## src/core/sic_pkg.sv

```systemverilog
package sic_pkg;

  localparam int NCH           = 8;
  localparam int NSINK         = 3;
  localparam int CLK_PERIOD_NS = 4;
  // Comparator debounce time; the analog figure is a plain default
  localparam int DEB_TIME_NS   = 100;
  localparam int DEB_CYCLES    = (DEB_TIME_NS + CLK_PERIOD_NS - 1) / CLK_PERIOD_NS;
  localparam int DEB_W         = 5;

  localparam logic RST_SETTING = 1'b0;

  localparam logic [1:0] IRQ_SRC_NONE   = 2'h0;
  localparam logic [1:0] IRQ_SRC_CHANGE = 2'h1;

  localparam int STAT_FLAG_LSB = 0;
  localparam int STAT_SRC_LSB  = 8;
  localparam int STAT_ECHO_LSB = 12;
  localparam int STAT_OTCS_BIT = 13;
  localparam int STAT_VBAT_BIT = 15;

  localparam logic [1:0] GATE_ONE   = 2'h0;
  localparam logic [1:0] GATE_TWO   = 2'h1;
  localparam logic [1:0] GATE_THREE = 2'h2;

  typedef struct packed {
    logic       program_en;
    logic [2:0] chan_sel;
    logic       src_en;
    logic       sink_sel;
    logic       irq_en;
    logic       direct_on;
    logic       slope_dis;
    logic       halve;
    logic       div_en;
    logic       div_src;
  } sic_cmd_s;

  typedef struct packed {
    logic       enable;
    logic       from_channel;
    logic [2:0] chan;
  } sic_div_s;

  typedef enum logic {SIC_ACTIVE, SIC_LOWPOWER} sic_pwr_e;

  // Gate pin that drives a given zero-based channel
  function automatic logic [1:0] sic_gate_of(input int ch);
    case (ch)
      0, 6, 7: sic_gate_of = GATE_ONE;
      1, 4, 5: sic_gate_of = GATE_TWO;
      default: sic_gate_of = GATE_THREE;
    endcase
  endfunction : sic_gate_of

endpackage : sic_pkg

```

## src/core/sic_switch_ctrl.sv

```systemverilog
`timescale 1ns/1ns
module sic_switch_ctrl
  import sic_pkg::*;
(
  input  wire logic               clk_in,
  input  wire logic               sys_rst_in,
  input  wire logic               cmd_valid_in,
  input  wire sic_pkg::sic_cmd_s  cmd_in,
  input  wire logic               status_read_in,
  input  wire logic               gate_in_one_in,
  input  wire logic               gate_in_two_in,
  input  wire logic               gate_in_three_in,
  input  wire logic [7:0]         comp_raw_in,
  input  wire logic [7:0]         overtemp_raw_in,
  input  wire logic               sleep_mode_in,
  input  wire logic               lowpower_req_in,
  output logic [7:0]              hs_on_out,
  output logic [2:0]              ls_on_out,
  output logic                    slope_ctrl_disable_out,
  output logic                    current_halve_out,
  output logic [7:0]              comp_enable_out,
  output sic_pkg::sic_div_s       divider_output_pin_out,
  output logic [15:0]             status_out,
  output logic                    lowpower_ok_out,
  output logic                    lowpower_active_out,
  output logic                    wake_out,
  output logic                    irq_request_n_out,
  output logic                    irq_request_n_oe_n_out
);
  import sic_pkg::*;

  logic [2:0]       gate_s1;
  logic [2:0]       gate_s;
  logic [2:0]       gate_q;
  logic [7:0]       ot_s1;
  logic [7:0]       ot_s2;
  logic             ot_s;
  logic             ot_q;
  logic [7:0]       source_enable;
  logic [7:0]       direct_on_ctrl;
  logic [7:0]       change_irq_enable;
  logic [2:0]       sink_source_select;
  logic             slope_ctrl_disable;
  logic             current_halve;
  logic             prev_div_en;
  sic_div_s         div_cfg;
  logic [7:0]       drive;
  logic [7:0]       chan_on;
  logic [7:0]       channel_compare_flag;
  logic [7:0]       change;
  logic             any_change;
  logic             ot_event;
  logic [1:0]       irq_source_field;
  logic             irq_pending;
  logic [2:0]       gate_rise;
  logic             all_off;
  sic_pwr_e         pwr_state;
  sic_pwr_e         next_pwr_state;
  logic [15:0]      next_status;

  // Pins are asynchronous to clk_in
  always_ff @(posedge clk_in or posedge sys_rst_in) begin
    if (sys_rst_in) begin
      gate_s1 <= 3'h0;
      gate_s  <= 3'h0;
      gate_q  <= 3'h0;
      ot_s1   <= 8'h00;
      ot_s2   <= 8'h00;
      ot_q    <= 1'b0;
    end else begin
      gate_s1 <= {gate_in_three_in, gate_in_two_in, gate_in_one_in};
      gate_s  <= gate_s1;
      gate_q  <= gate_s;
      // Each monitor is synchronised on its own before the bits are merged
      ot_s1   <= overtemp_raw_in;
      ot_s2   <= ot_s1;
      ot_q    <= ot_s;
    end
  end

  assign ot_s      = |ot_s2;
  assign gate_rise = gate_s & ~gate_q;
  assign ot_event  = ot_s & ~ot_q;

  // Per-channel settings: only the addressed channel, only when programming
  always_ff @(posedge clk_in or posedge sys_rst_in) begin
    if (sys_rst_in) begin
      source_enable      <= {NCH{RST_SETTING}};
      direct_on_ctrl     <= {NCH{RST_SETTING}};
      change_irq_enable  <= {NCH{RST_SETTING}};
      sink_source_select <= {NSINK{RST_SETTING}};
    end else if (cmd_valid_in && cmd_in.program_en) begin
      for (int i = 0; i < NCH; i++) begin
        if (cmd_in.chan_sel == 3'(i)) begin
          source_enable[i]     <= cmd_in.src_en;
          direct_on_ctrl[i]    <= cmd_in.direct_on;
          change_irq_enable[i] <= cmd_in.irq_en;
        end
      end
      // Own loop keeps the sink index inside its three bits
      for (int j = 0; j < NSINK; j++) begin
        if (cmd_in.chan_sel == 3'(j)) begin
          sink_source_select[j] <= cmd_in.sink_sel;
        end
      end
    end
  end

  // Global slope setting only from non-programming words
  always_ff @(posedge clk_in or posedge sys_rst_in) begin
    if (sys_rst_in) begin
      slope_ctrl_disable <= RST_SETTING;
    end else if (cmd_valid_in && !cmd_in.program_en) begin
      slope_ctrl_disable <= cmd_in.slope_dis;
    end
  end

  // Halve and divider fields travel in every command word
  always_ff @(posedge clk_in or posedge sys_rst_in) begin
    if (sys_rst_in) begin
      current_halve <= RST_SETTING;
      div_cfg       <= '0;
      prev_div_en   <= RST_SETTING;
    end else if (cmd_valid_in) begin
      current_halve       <= cmd_in.halve;
      div_cfg.enable      <= cmd_in.div_en;
      div_cfg.from_channel <= cmd_in.div_en & cmd_in.div_src;
      div_cfg.chan        <= cmd_in.chan_sel;
      prev_div_en         <= cmd_in.div_en;
    end
  end

  generate
    for (genvar g = 0; g < NCH; g++) begin : g_chan
      assign drive[g]   = direct_on_ctrl[g] | gate_s[sic_gate_of(g)];
      assign chan_on[g] = source_enable[g] & drive[g] & ~ot_s;

      sic_change_detect u_detect (
        .clk_in         (clk_in),
        .sys_rst_in     (sys_rst_in),
        .comp_raw_in    (comp_raw_in[g]),
        .comp_active_in (comp_enable_out[g]),
        .drive_in       (drive[g]),
        .irq_en_in      (change_irq_enable[g]),
        .flag_out       (channel_compare_flag[g]),
        .change_out     (change[g])
      );
    end
  endgenerate

  assign any_change = |change;
  assign all_off    = ~|chan_on;

  // Drive outputs; sink mode only exists on the first three channels
  always_ff @(posedge clk_in or posedge sys_rst_in) begin
    if (sys_rst_in) begin
      hs_on_out              <= 8'h00;
      ls_on_out              <= 3'h0;
      slope_ctrl_disable_out <= 1'b0;
      current_halve_out      <= 1'b0;
      comp_enable_out        <= 8'h00;
      divider_output_pin_out <= '0;
      lowpower_ok_out        <= 1'b0;
    end else begin
      hs_on_out[7:NSINK]     <= chan_on[7:NSINK];
      hs_on_out[NSINK-1:0]   <= chan_on[NSINK-1:0] & ~sink_source_select;
      ls_on_out              <= chan_on[NSINK-1:0] & sink_source_select;
      slope_ctrl_disable_out <= slope_ctrl_disable;
      current_halve_out      <= current_halve;
      comp_enable_out        <= sleep_mode_in ? 8'h00 : source_enable;
      divider_output_pin_out <= div_cfg;
      lowpower_ok_out        <= all_off;
    end
  end

  // Sticky source field and request; an event in the read cycle wins
  always_ff @(posedge clk_in or posedge sys_rst_in) begin
    if (sys_rst_in) begin
      irq_source_field <= IRQ_SRC_NONE;
      irq_pending      <= 1'b0;
    end else begin
      if (any_change) begin
        irq_source_field <= IRQ_SRC_CHANGE;
      end else if (status_read_in) begin
        irq_source_field <= IRQ_SRC_NONE;
      end
      if (any_change || ot_event) begin
        irq_pending <= 1'b1;
      end else if (status_read_in) begin
        irq_pending <= 1'b0;
      end
    end
  end

  // Open drain: the pin is only ever pulled low
  assign irq_request_n_out      = 1'b0;
  assign irq_request_n_oe_n_out = ~irq_pending;

  always_comb begin
    next_status = 16'h0000;
    next_status[STAT_FLAG_LSB +: NCH] = channel_compare_flag;
    next_status[STAT_SRC_LSB +: 2]    = irq_source_field;
    if (prev_div_en) begin
      next_status[STAT_ECHO_LSB +: 3] = div_cfg.chan;
      next_status[STAT_VBAT_BIT]      = ~div_cfg.from_channel;
    end else begin
      next_status[STAT_OTCS_BIT]      = ot_s;
    end
  end

  always_ff @(posedge clk_in or posedge sys_rst_in) begin
    if (sys_rst_in) begin
      status_out <= 16'h0000;
    end else begin
      status_out <= next_status;
    end
  end

  always_comb begin
    next_pwr_state = pwr_state;
    case (pwr_state)
      SIC_ACTIVE: begin
        if (lowpower_req_in && all_off) begin
          next_pwr_state = SIC_LOWPOWER;
        end
      end
      SIC_LOWPOWER: begin
        if (|gate_rise || !all_off) begin
          next_pwr_state = SIC_ACTIVE;
        end
      end
      default: next_pwr_state = SIC_ACTIVE;
    endcase
  end

  always_ff @(posedge clk_in or posedge sys_rst_in) begin
    if (sys_rst_in) begin
      pwr_state <= SIC_ACTIVE;
      wake_out  <= 1'b0;
    end else begin
      pwr_state <= next_pwr_state;
      wake_out  <= (pwr_state == SIC_LOWPOWER) && (next_pwr_state == SIC_ACTIVE);
    end
  end

  assign lowpower_active_out = (pwr_state == SIC_LOWPOWER);
endmodule : sic_switch_ctrl

```

## src/core/sic_change_detect.sv

```systemverilog
`timescale 1ns/1ns
module sic_change_detect
  import sic_pkg::*;
(
  input  wire logic clk_in,
  input  wire logic sys_rst_in,
  input  wire logic comp_raw_in,
  input  wire logic comp_active_in,
  input  wire logic drive_in,
  input  wire logic irq_en_in,
  output logic      flag_out,
  output logic      change_out
);
  import sic_pkg::*;

  logic             sync1;
  logic             sync2;
  logic [DEB_W-1:0] deb_cnt;
  logic             drive_q;
  logic             latched;
  logic             fall;

  always_ff @(posedge clk_in or posedge sys_rst_in) begin
    if (sys_rst_in) begin
      sync1 <= 1'b0;
      sync2 <= 1'b0;
    end else begin
      sync1 <= comp_raw_in;
      sync2 <= sync1;
    end
  end

  // A new level must hold for the whole debounce time
  always_ff @(posedge clk_in or posedge sys_rst_in) begin
    if (sys_rst_in) begin
      deb_cnt  <= '0;
      flag_out <= 1'b0;
    end else if (!comp_active_in) begin
      deb_cnt  <= '0;
      flag_out <= 1'b0;
    end else if (sync2 == flag_out) begin
      deb_cnt <= '0;
    end else if (deb_cnt == DEB_W'(DEB_CYCLES - 1)) begin
      deb_cnt  <= '0;
      flag_out <= sync2;
    end else begin
      deb_cnt <= deb_cnt + 1'b1;
    end
  end

  assign fall = drive_q & ~drive_in;

  always_ff @(posedge clk_in or posedge sys_rst_in) begin
    if (sys_rst_in) begin
      drive_q    <= 1'b0;
      latched    <= 1'b0;
      change_out <= 1'b0;
    end else begin
      drive_q    <= drive_in;
      change_out <= fall & (flag_out != latched) & irq_en_in;
      if (fall) begin
        latched <= flag_out;
      end
    end
  end
endmodule : sic_change_detect

```

## config.mk

```make
export PLATFORM = sky130hd
export DESIGN_NAME = sic_switch_ctrl
export DESIGN_NICKNAME = d
export VERILOG_FILES = /design/src/core/sic_pkg.sv /design/src/core/sic_switch_ctrl.sv /design/src/core/sic_change_detect.sv
export SDC_FILE = /design/constraint.sdc
export NUM_CORES = 1
export LEC_CHECK = 0
export ABC_AREA = 1
export BUFFER_PORTS_ARGS = -buffer_cell sky130_fd_sc_hd__buf_2
export CORE_MARGIN = 1.5
export CORE_UTILIZATION = 60
export CTS_BUF_LIST = sky130_fd_sc_hd__clkbuf_4
export CTS_CLUSTER_DIAMETER = 120
export DETAILED_ROUTE_END_ITERATION = 10
export PLACE_DENSITY_LB_ADDON = 0.25
export REMOVE_ABC_BUFFERS = 1
export SYNTH_ARGS = -nofsm -noshare
export SYNTH_HDL_FRONTEND = slang
export SYNTH_SLANG_ARGS = --single-unit
```

## constraint.sdc

```tcl
create_clock -name clk_in -period 16.3 [get_ports clk_in]
set_clock_uncertainty 0.2 [all_clocks]
set_input_delay 0.815 -clock clk_in [delete_from_list [all_inputs] [get_ports clk_in]]
set_output_delay 0.815 -clock clk_in [all_outputs]
set_load 0.005 [all_outputs]
```

==> reports/metrics.cfg, run 1 <==
[status]
outcome=complete, no violations

[critical_path]
worstSetupStartpointType=flip-flop
cpLargestDelayFamily=flip-flops
reg2reg_to=wake_out
crit_required_ps=15290
cp_data_arrival_time_ps=1150
r2r_slack_ps=14640
cp_cell_sequence=inv_1, buf_2
critPathMaxStageDelay_ps=390
crit_path_end_kind=primary output
worstRegToRegCells=6
cp_slowest_cell=dfrtp_1
crit_start=irq_pending
critPathKind=reg -> out
critPathMaxFanout=2
path_buf_inv=2
rr_startpoint=gate_s[1]

[clocking]
clock_path_buffers=2
htreeDepth=4
clk_pin_slew_worst_paths_ps=140
clk_latency_ps=570
cts_tree=done
postCtsResizedCells=0
clock_sinks=192
cts_root_buffer=clkbuf_4
cts_buffers=17
cts_hold_buffers=0
cts_setup_buffers=0

[final_layout]
nNetsFinal=762
diodes=0
syn_to_final_growth_pct=11.7
regArea_um2=4800
multiInputGateArea_um2=1870
final_util=0.688
layout-drive-gt1-share=0.177
fill_cells=832

[route]
met2_length_um=6090
top_layer=met4
num_vias=4366
drt_iter0_drc=210
routed_wl_um=12200
remaining_drc_errors=0
first_pass_iters=4
via_per_inst=5.05
met3_length_um=595
wirelength_met1_um=5320
ant_nets=0
wl_per_cell_um=14.2

[synth]
syn-cell-area_um2=7060
yosysWarningCount=0
yosysTopAreaCell=dfrtp_1
synth_seq_area_share=0.680
yosysTopAreaCellShare=0.680
synthCells=621
synthDistinctLibCells=29
ys_top_cells_by_area=dfrtp_1 (68%), nor2_1 (4.5%), inv_1 (4.2%)
avgSynthCellArea_um2=11.4
ys_ff_latch=192

[sta]
slew_headroom=0.327
period_minus_slack_ps=2160
worstMarginPinSlew_ps=1010
drv_slew=0
finalSetupTns_ps=0
fmaxAchievable_mhz=462
finalHoldViolations=0
setup_violations=0
rsz0062_at_grt=no
post-route-period-util=0.133

[power]
p_per_area_nw_per_um2=110
power_leakage_nw=3.97
peakVddDrop_mv=0.0867

[grt]
first_global_vias=4494
grt_pass1_wl_um=21100
antenna_found_initial=0
grt_overflow=0
grt_max_degree=120
grt_usage=0.219

[worst_hold_path]
min_to=g_chan[4].u_detect.sync1
min_from=comp_raw_in[4]
hold_class=in -> reg
whs_path_depth=1

[die]
die_area_um2=12400
die_h_um=111
coreArea_um2=11500
pin_count=84
start_util=0.616
num_rows=39
fp.dieW_um=111

[run]
drv_cap=0

[placed_design]
hpwl_um=8420
io_buffers=79
gp_congestion=0.775

[synthesized netlist by cell type, drive strengths merged]
library cell and count:
nor2 87, a21oi 19, a211o 3, xor2 21
xnor2 8, conb 1, mux2 9, clkbuf 2
or2 1, nor3 13, nand3 24, nand2 65
and2 1, nor3b 3, o21ai 52, o211ai 1
ha 16, inv 79, o22ai 1, a211oi 8
dfrtp 192, nor4 2, a31oi 1, buf 12
[where the power goes]
group / switching (W) / internal, W / total [W] / leakage [nW]
registers: 0.0000163 / 0.000507 / 0.000523 / 2.46
clock network: 0.000154 / 0.000123 / 0.000277 / 0.160
logic: 0.0000434 / 0.0000234 / 0.0000668 / 1.36
[area by class of cell]
type                       count  area share
clock buffer                  18      0.0171
multi-input combinational    339       0.238
sequential                   192       0.609
timing repair buffer          80      0.0511
tap                          143      0.0227
inverter                      79      0.0382
clock inverter                14      0.0241
[layer usage]
metal  vias to the layer above  GRT usage
met4                         0     0.0911
met5                         -          0
met2                       103      0.353
li1                       2133          -
met3                        23     0.0615
met1                      2107      0.283
[cells in the final DEF, fill, tap and decap left out, types with 3 or more instances in the layout]
| cell type | count |
|---|---|
| xor2_1 | 21 |
| nand3_1 | 23 |
| nor3_1 | 11 |
| nor3b_1 | 3 |
| o21ai_0 | 51 |
| clkinvlp_4 | 5 |
| clkbuf_4 | 18 |
| a21oi_1 | 19 |
| clkinv_2 | 3 |
| nand2_1 | 65 |
| inv_1 | 78 |
| a211oi_1 | 8 |
| ha_1 | 16 |
| xnor2_1 | 8 |
| mux2_2 | 9 |
| dfrtp_1 | 192 |
| nor2_1 | 85 |
| a211o_1 | 3 |
| buf_2 | 79 |
| bufinv_16 | 4 |
| conb_1 | 4 |
[registers in the layout (all words and copies together) (netlist names), 5 cells and up]
name,cells
g_chan.u_detect.drive_q,8
comp_enable_out,8
g_chan.u_detect.change_out,8
g_chan.u_detect.sync2,8
status_out,13
hs_on_out,8
change_irq_enable,8
g_chan.u_detect.deb_cnt,40
g_chan.u_detect.latched,8
div_cfg,5
g_chan.u_detect.sync1,8
direct_on_ctrl,8
source_enable,8
g_chan.u_detect.flag_out,8
divider_output_pin_out,5
ot_s2,8
ot_s1,8
[how the worst max path moves through the flow]
stage,cells past startpoint,endpoint
after floorplan,1,change_irq_enable[0]
after global placement,3,g_chan[4].u_detect.deb_cnt[2]
after detailed placement,3,g_chan[4].u_detect.deb_cnt[3]
after CTS,2,irq_request_n_oe_n_out
after global routing,3,g_chan[4].u_detect.deb_cnt[3]
final,2,irq_request_n_oe_n_out
[through the flow]
step | cell area [um^2] | instances | hold WS [ps] | total power (W) | worst slack [ps]
after global placement | 7560 | 833 | 133 | 0.000596 | 13500
after CTS | 7890 | 865 | 80.7 | 0.000875 | 14080
after global routing | 7890 | 865 | 66.7 | 0.000910 | 13840
after floorplan | 6970 | 610 | 131 | 0.000572 | 10060
after detailed placement | 7560 | 833 | 135 | 0.000600 | 13440
final | 7890 | 865 | 134 | 0.000867 | 14140
[cells by family (layout without fill, tap and decap cells)]
family                     after synthesis  in the layout  synth area share
adders and majority gates               16             16            0.0284
buffers and inverters                   93            191            0.0558
muxes                                    9              9            0.0144
other                                    1              4          0.000531
DFF                                    192            192             0.680
AOI/OAI and AO/OA                       85             85            0.0654
xor gates and xnor gates                29             29            0.0360
and+or+nand+nor                        196            196             0.119
No activity file was read; power rests on OpenSTA's default activity.
==> inputs of run 2 (changes only) <==
--- a/config.mk
+++ b/config.mk
@@ -8,7 +8,7 @@
 export ABC_AREA = 1
 export BUFFER_PORTS_ARGS = -buffer_cell sky130_fd_sc_hd__buf_2
 export CORE_MARGIN = 1.5
-export CORE_UTILIZATION = 60
+export CORE_UTILIZATION = 54
 export CTS_BUF_LIST = sky130_fd_sc_hd__clkbuf_4
 export CTS_CLUSTER_DIAMETER = 120
 export DETAILED_ROUTE_END_ITERATION = 10
==> constraint.sdc (replaced) <==
create_clock -name clk_in -period 1.93 [get_ports clk_in]
set_clock_uncertainty 0.2 [all_clocks]
set_input_delay 0.0965 -clock clk_in [delete_from_list [all_inputs] [get_ports clk_in]]
set_output_delay 0.0965 -clock clk_in [all_outputs]
set_load 0.005 [all_outputs]
==> run 2 against run 1 <==
Register-to-register slack lost 14000 ps. Non-clock buffer count grew 84. Power grew to 8.1 times the previous value. Core utilization shrank 0.18 points. Global-route usage shrank 1.3 points. Sequential power grew to 8.5 times the previous value. Critical path type is now in -> reg. Final cell count grew 13%. Combinational power grew to 11 times the previous value. Die area grew 11%. Cell area grew 10%. Clock power grew to 6.6 times the previous value. Sequential share of layout area shrank 5.6 points.
==> reports/metrics.cfg, run 2 (synthesis gave the netlist of run 1 again) <==
[route]
ant_nets=0  ; unchanged
first_pass_iters=4  ; unchanged
wl_per_cell_um=13.4  ; -5.5%
remaining_drc_errors=0  ; unchanged
drt_iter0_drc=229  ; +9.0%
via_per_inst=4.84  ; -4.0%
routed_wl_um=13100  ; +6.9%
num_vias=4738  ; +8.5%

[final_layout]
largest_reg_flops=40  ; unchanged
diodes=0  ; unchanged
final_area_um2=8690  ; +10%
largest_registers=g_chan.u_detect.deb_cnt (40), status_out (13)
regMostFlops=g_chan.u_detect.deb_cnt
layout-drive-gt1-share=0.158  ; -0.0197
nNetsFinal=846  ; +11%
stdcell_count=978  ; +13%
syn_to_final_growth_pct=23.1
layout_commonest_cell=dfrtp_1
final_cell_mix=dfrtp_1 (192), nor2_1 (85), dlygate4sd3_1 (79), inv_1 (78), buf_2 (78)
fill_cells=956  ; +15%

[run]
drv_cap=0  ; unchanged

[power]
pwr-share-comb=0.104  ; +0.027
power_leakage_nw=4.29  ; +8.1%
clockPowerShare=0.264  ; -0.055
seqPwrFrac=0.632  ; +0.028
intPower_w=0.00523  ; +700%
peakVddDrop_mv=0.558  ; +540%
p_total_w=0.00699  ; +710%
switching_power_w=0.00175  ; +720%
sw_frac_of_total=0.251  ; +0.00466
p_per_area_nw_per_um2=804  ; +630%

[critical_path]
crit_start=cmd_valid_in
worstSetupStartpointType=primary input
cp_slowest_cell=dlygate4sd3_1
worstRegToRegCells=6  ; unchanged
reg2reg_to=wake_out
critPathMaxStageDelay_ps=640  ; +250 ps
path_buf_inv=3  ; +1
cp_cell_sequence=clkbuf_4, dlygate4sd3_1, nand2_1, nor2_2, nand3_1, dlygate4sd3_1, nand2_1, o21ai_0
path_depth=8  ; +6
critPathMaxFanout=14  ; +12
r2r_slack_ps=270  ; -14370 ps
rr_startpoint=gate_s[1]
crit_required_ps=2170  ; -13120 ps
cpLargestDelayFamily=buffers and inverters
crit_path_end_kind=flip-flop
endpoint=source_enable[6]
cp_data_arrival_time_ps=2060  ; +910 ps
critPathKind=in -> reg

[placed_design]
gp_congestion=0.807  ; +4.0%
dpl.cell_count=867  ; +4.1%
io_buffers=79  ; unchanged
placed_area_um2=7660  ; +1.3%
dp_slack_ps=321  ; -13120 ps
hpwl_um=8800  ; +4.5%

[sta]
fmaxAchievable_mhz=549
period_minus_slack_ps=1820
finalSetupTns_ps=0  ; unchanged
setup_violations=0  ; unchanged
drv_slew=0  ; unchanged
rsz0062_at_grt=no
worst_slack_ps=109  ; -14030 ps
post-route-period-util=0.943
finalHoldViolations=0  ; unchanged

[clocking]
cts_tree=done
htreeDepth=4  ; unchanged
clock_path_buffers=2  ; unchanged
clk_pin_slew_worst_paths_ps=130  ; about the same
clk_latency_ps=560  ; about the same
clock_sinks=192  ; unchanged
cts_root_buffer=clkbuf_4
cts_setup_buffers=0  ; unchanged
cts_buffers=17  ; unchanged

[die]
die_h_um=117  ; +5.3%
fp.dieW_um=117  ; +5.3%
start_util=0.557  ; -0.0585
die_area_um2=13800  ; +11%
num_rows=41  ; +5.1%
coreArea_um2=12700  ; +10%
pin_count=84  ; unchanged

[status]
outcome=complete, no violations

[grt]
grt_max_degree=69  ; -43%
grt_overflow=0  ; unchanged
grt_usage=0.206  ; -0.0128
grt_pass1_wl_um=22300  ; +5.6%
antenna_found_initial=0  ; unchanged
first_global_vias=4735  ; +5.4%

[worst_hold_path]
hold_class=in -> reg

## run 2: cell count changes in the layout (fill, tap and decap cells not counted), sizes merged
cell / delta
bufinv: -3
inv: -1
clkinvlp: -3
clkinv: +7
clkbuf: +1
buf: +4
dlygate4sd3: +79
## run 2: worst min-delay path by stage
stage / start / endpoint / slack, ps / cells after the start
CTS: status_read_in / irq_source_field[0] / 40 / 3
global placement: sys_rst_in / hs_on_out[2] / -30 / 2
detailed placement: sys_rst_in / hs_on_out[2] / -30 / 2
finish: status_read_in / irq_source_field[0] / 90 / 3
floorplan: comp_raw_in[0] / g_chan[0].u_detect.sync1 / -70 / 0
global route: status_read_in / irq_source_field[0] / 60 / 3
## run 2: power groups by stage
stage / Clock [W] / Combinational [W] / Sequential, W
6_report: 0.00184 / 0.000729 / 0.00442
5_1_grt: 0.00206 / 0.000833 / 0.00445
4_1_cts: 0.00190 / 0.000729 / 0.00442
3_5_place_dp: 0 / 0.000590 / 0.00449
3_3_place_gp: 0 / 0.000571 / 0.00449
2_1_floorplan: 0 / 0.000364 / 0.00447
## run 2: stage by stage
step / hold WS, ps / utilization
after floorplan: -72.1 / -
after global placement: -25.0 / 0.605
after detailed placement: -25.6 / 0.605
after CTS: 44.7 / 0.686
after global routing: 59.8 / 0.686
final: 87.5 / 0.686
## run 2: final cells by class
type                            instances  area (um^2)  share of cell area
Multi-Input combinational cell        339         1870               0.216
Sequential cell                       192         4800               0.553
Clock inverter                         14          100              0.0115
Tap cell                              172          215              0.0248
Inverter                               79          304              0.0350
Clock buffer                           18          135              0.0155
Timing Repair Buffer                  164         1260               0.145
## run 2: worst min-delay path: cells and delay by family
family / cells / cell delay, ps
buf+inv: 2 / 630
compound gates: 1 / 70
## run 2: repair_timing
action                                  in CTS  in global routing
gates resized for setup                      0                  1
hold buffers                                79                  0
endpoints found under the setup margin       0                  3
endpoints found under the hold margin      257                  0
## run 2: layer usage
metal | up-vias | track usage | routed length (um) | part of all wire
li1 | 2312 | - | - | -
met3 | 16 | 0.0589 | 723 | 0.055
met1 | 2301 | 0.263 | 5670 | 0.43
met2 | 109 | 0.340 | 6530 | 0.50
met4 | 0 | 0.0694 | 162 | 0.012
met5 | - | 0 | 0 | 0
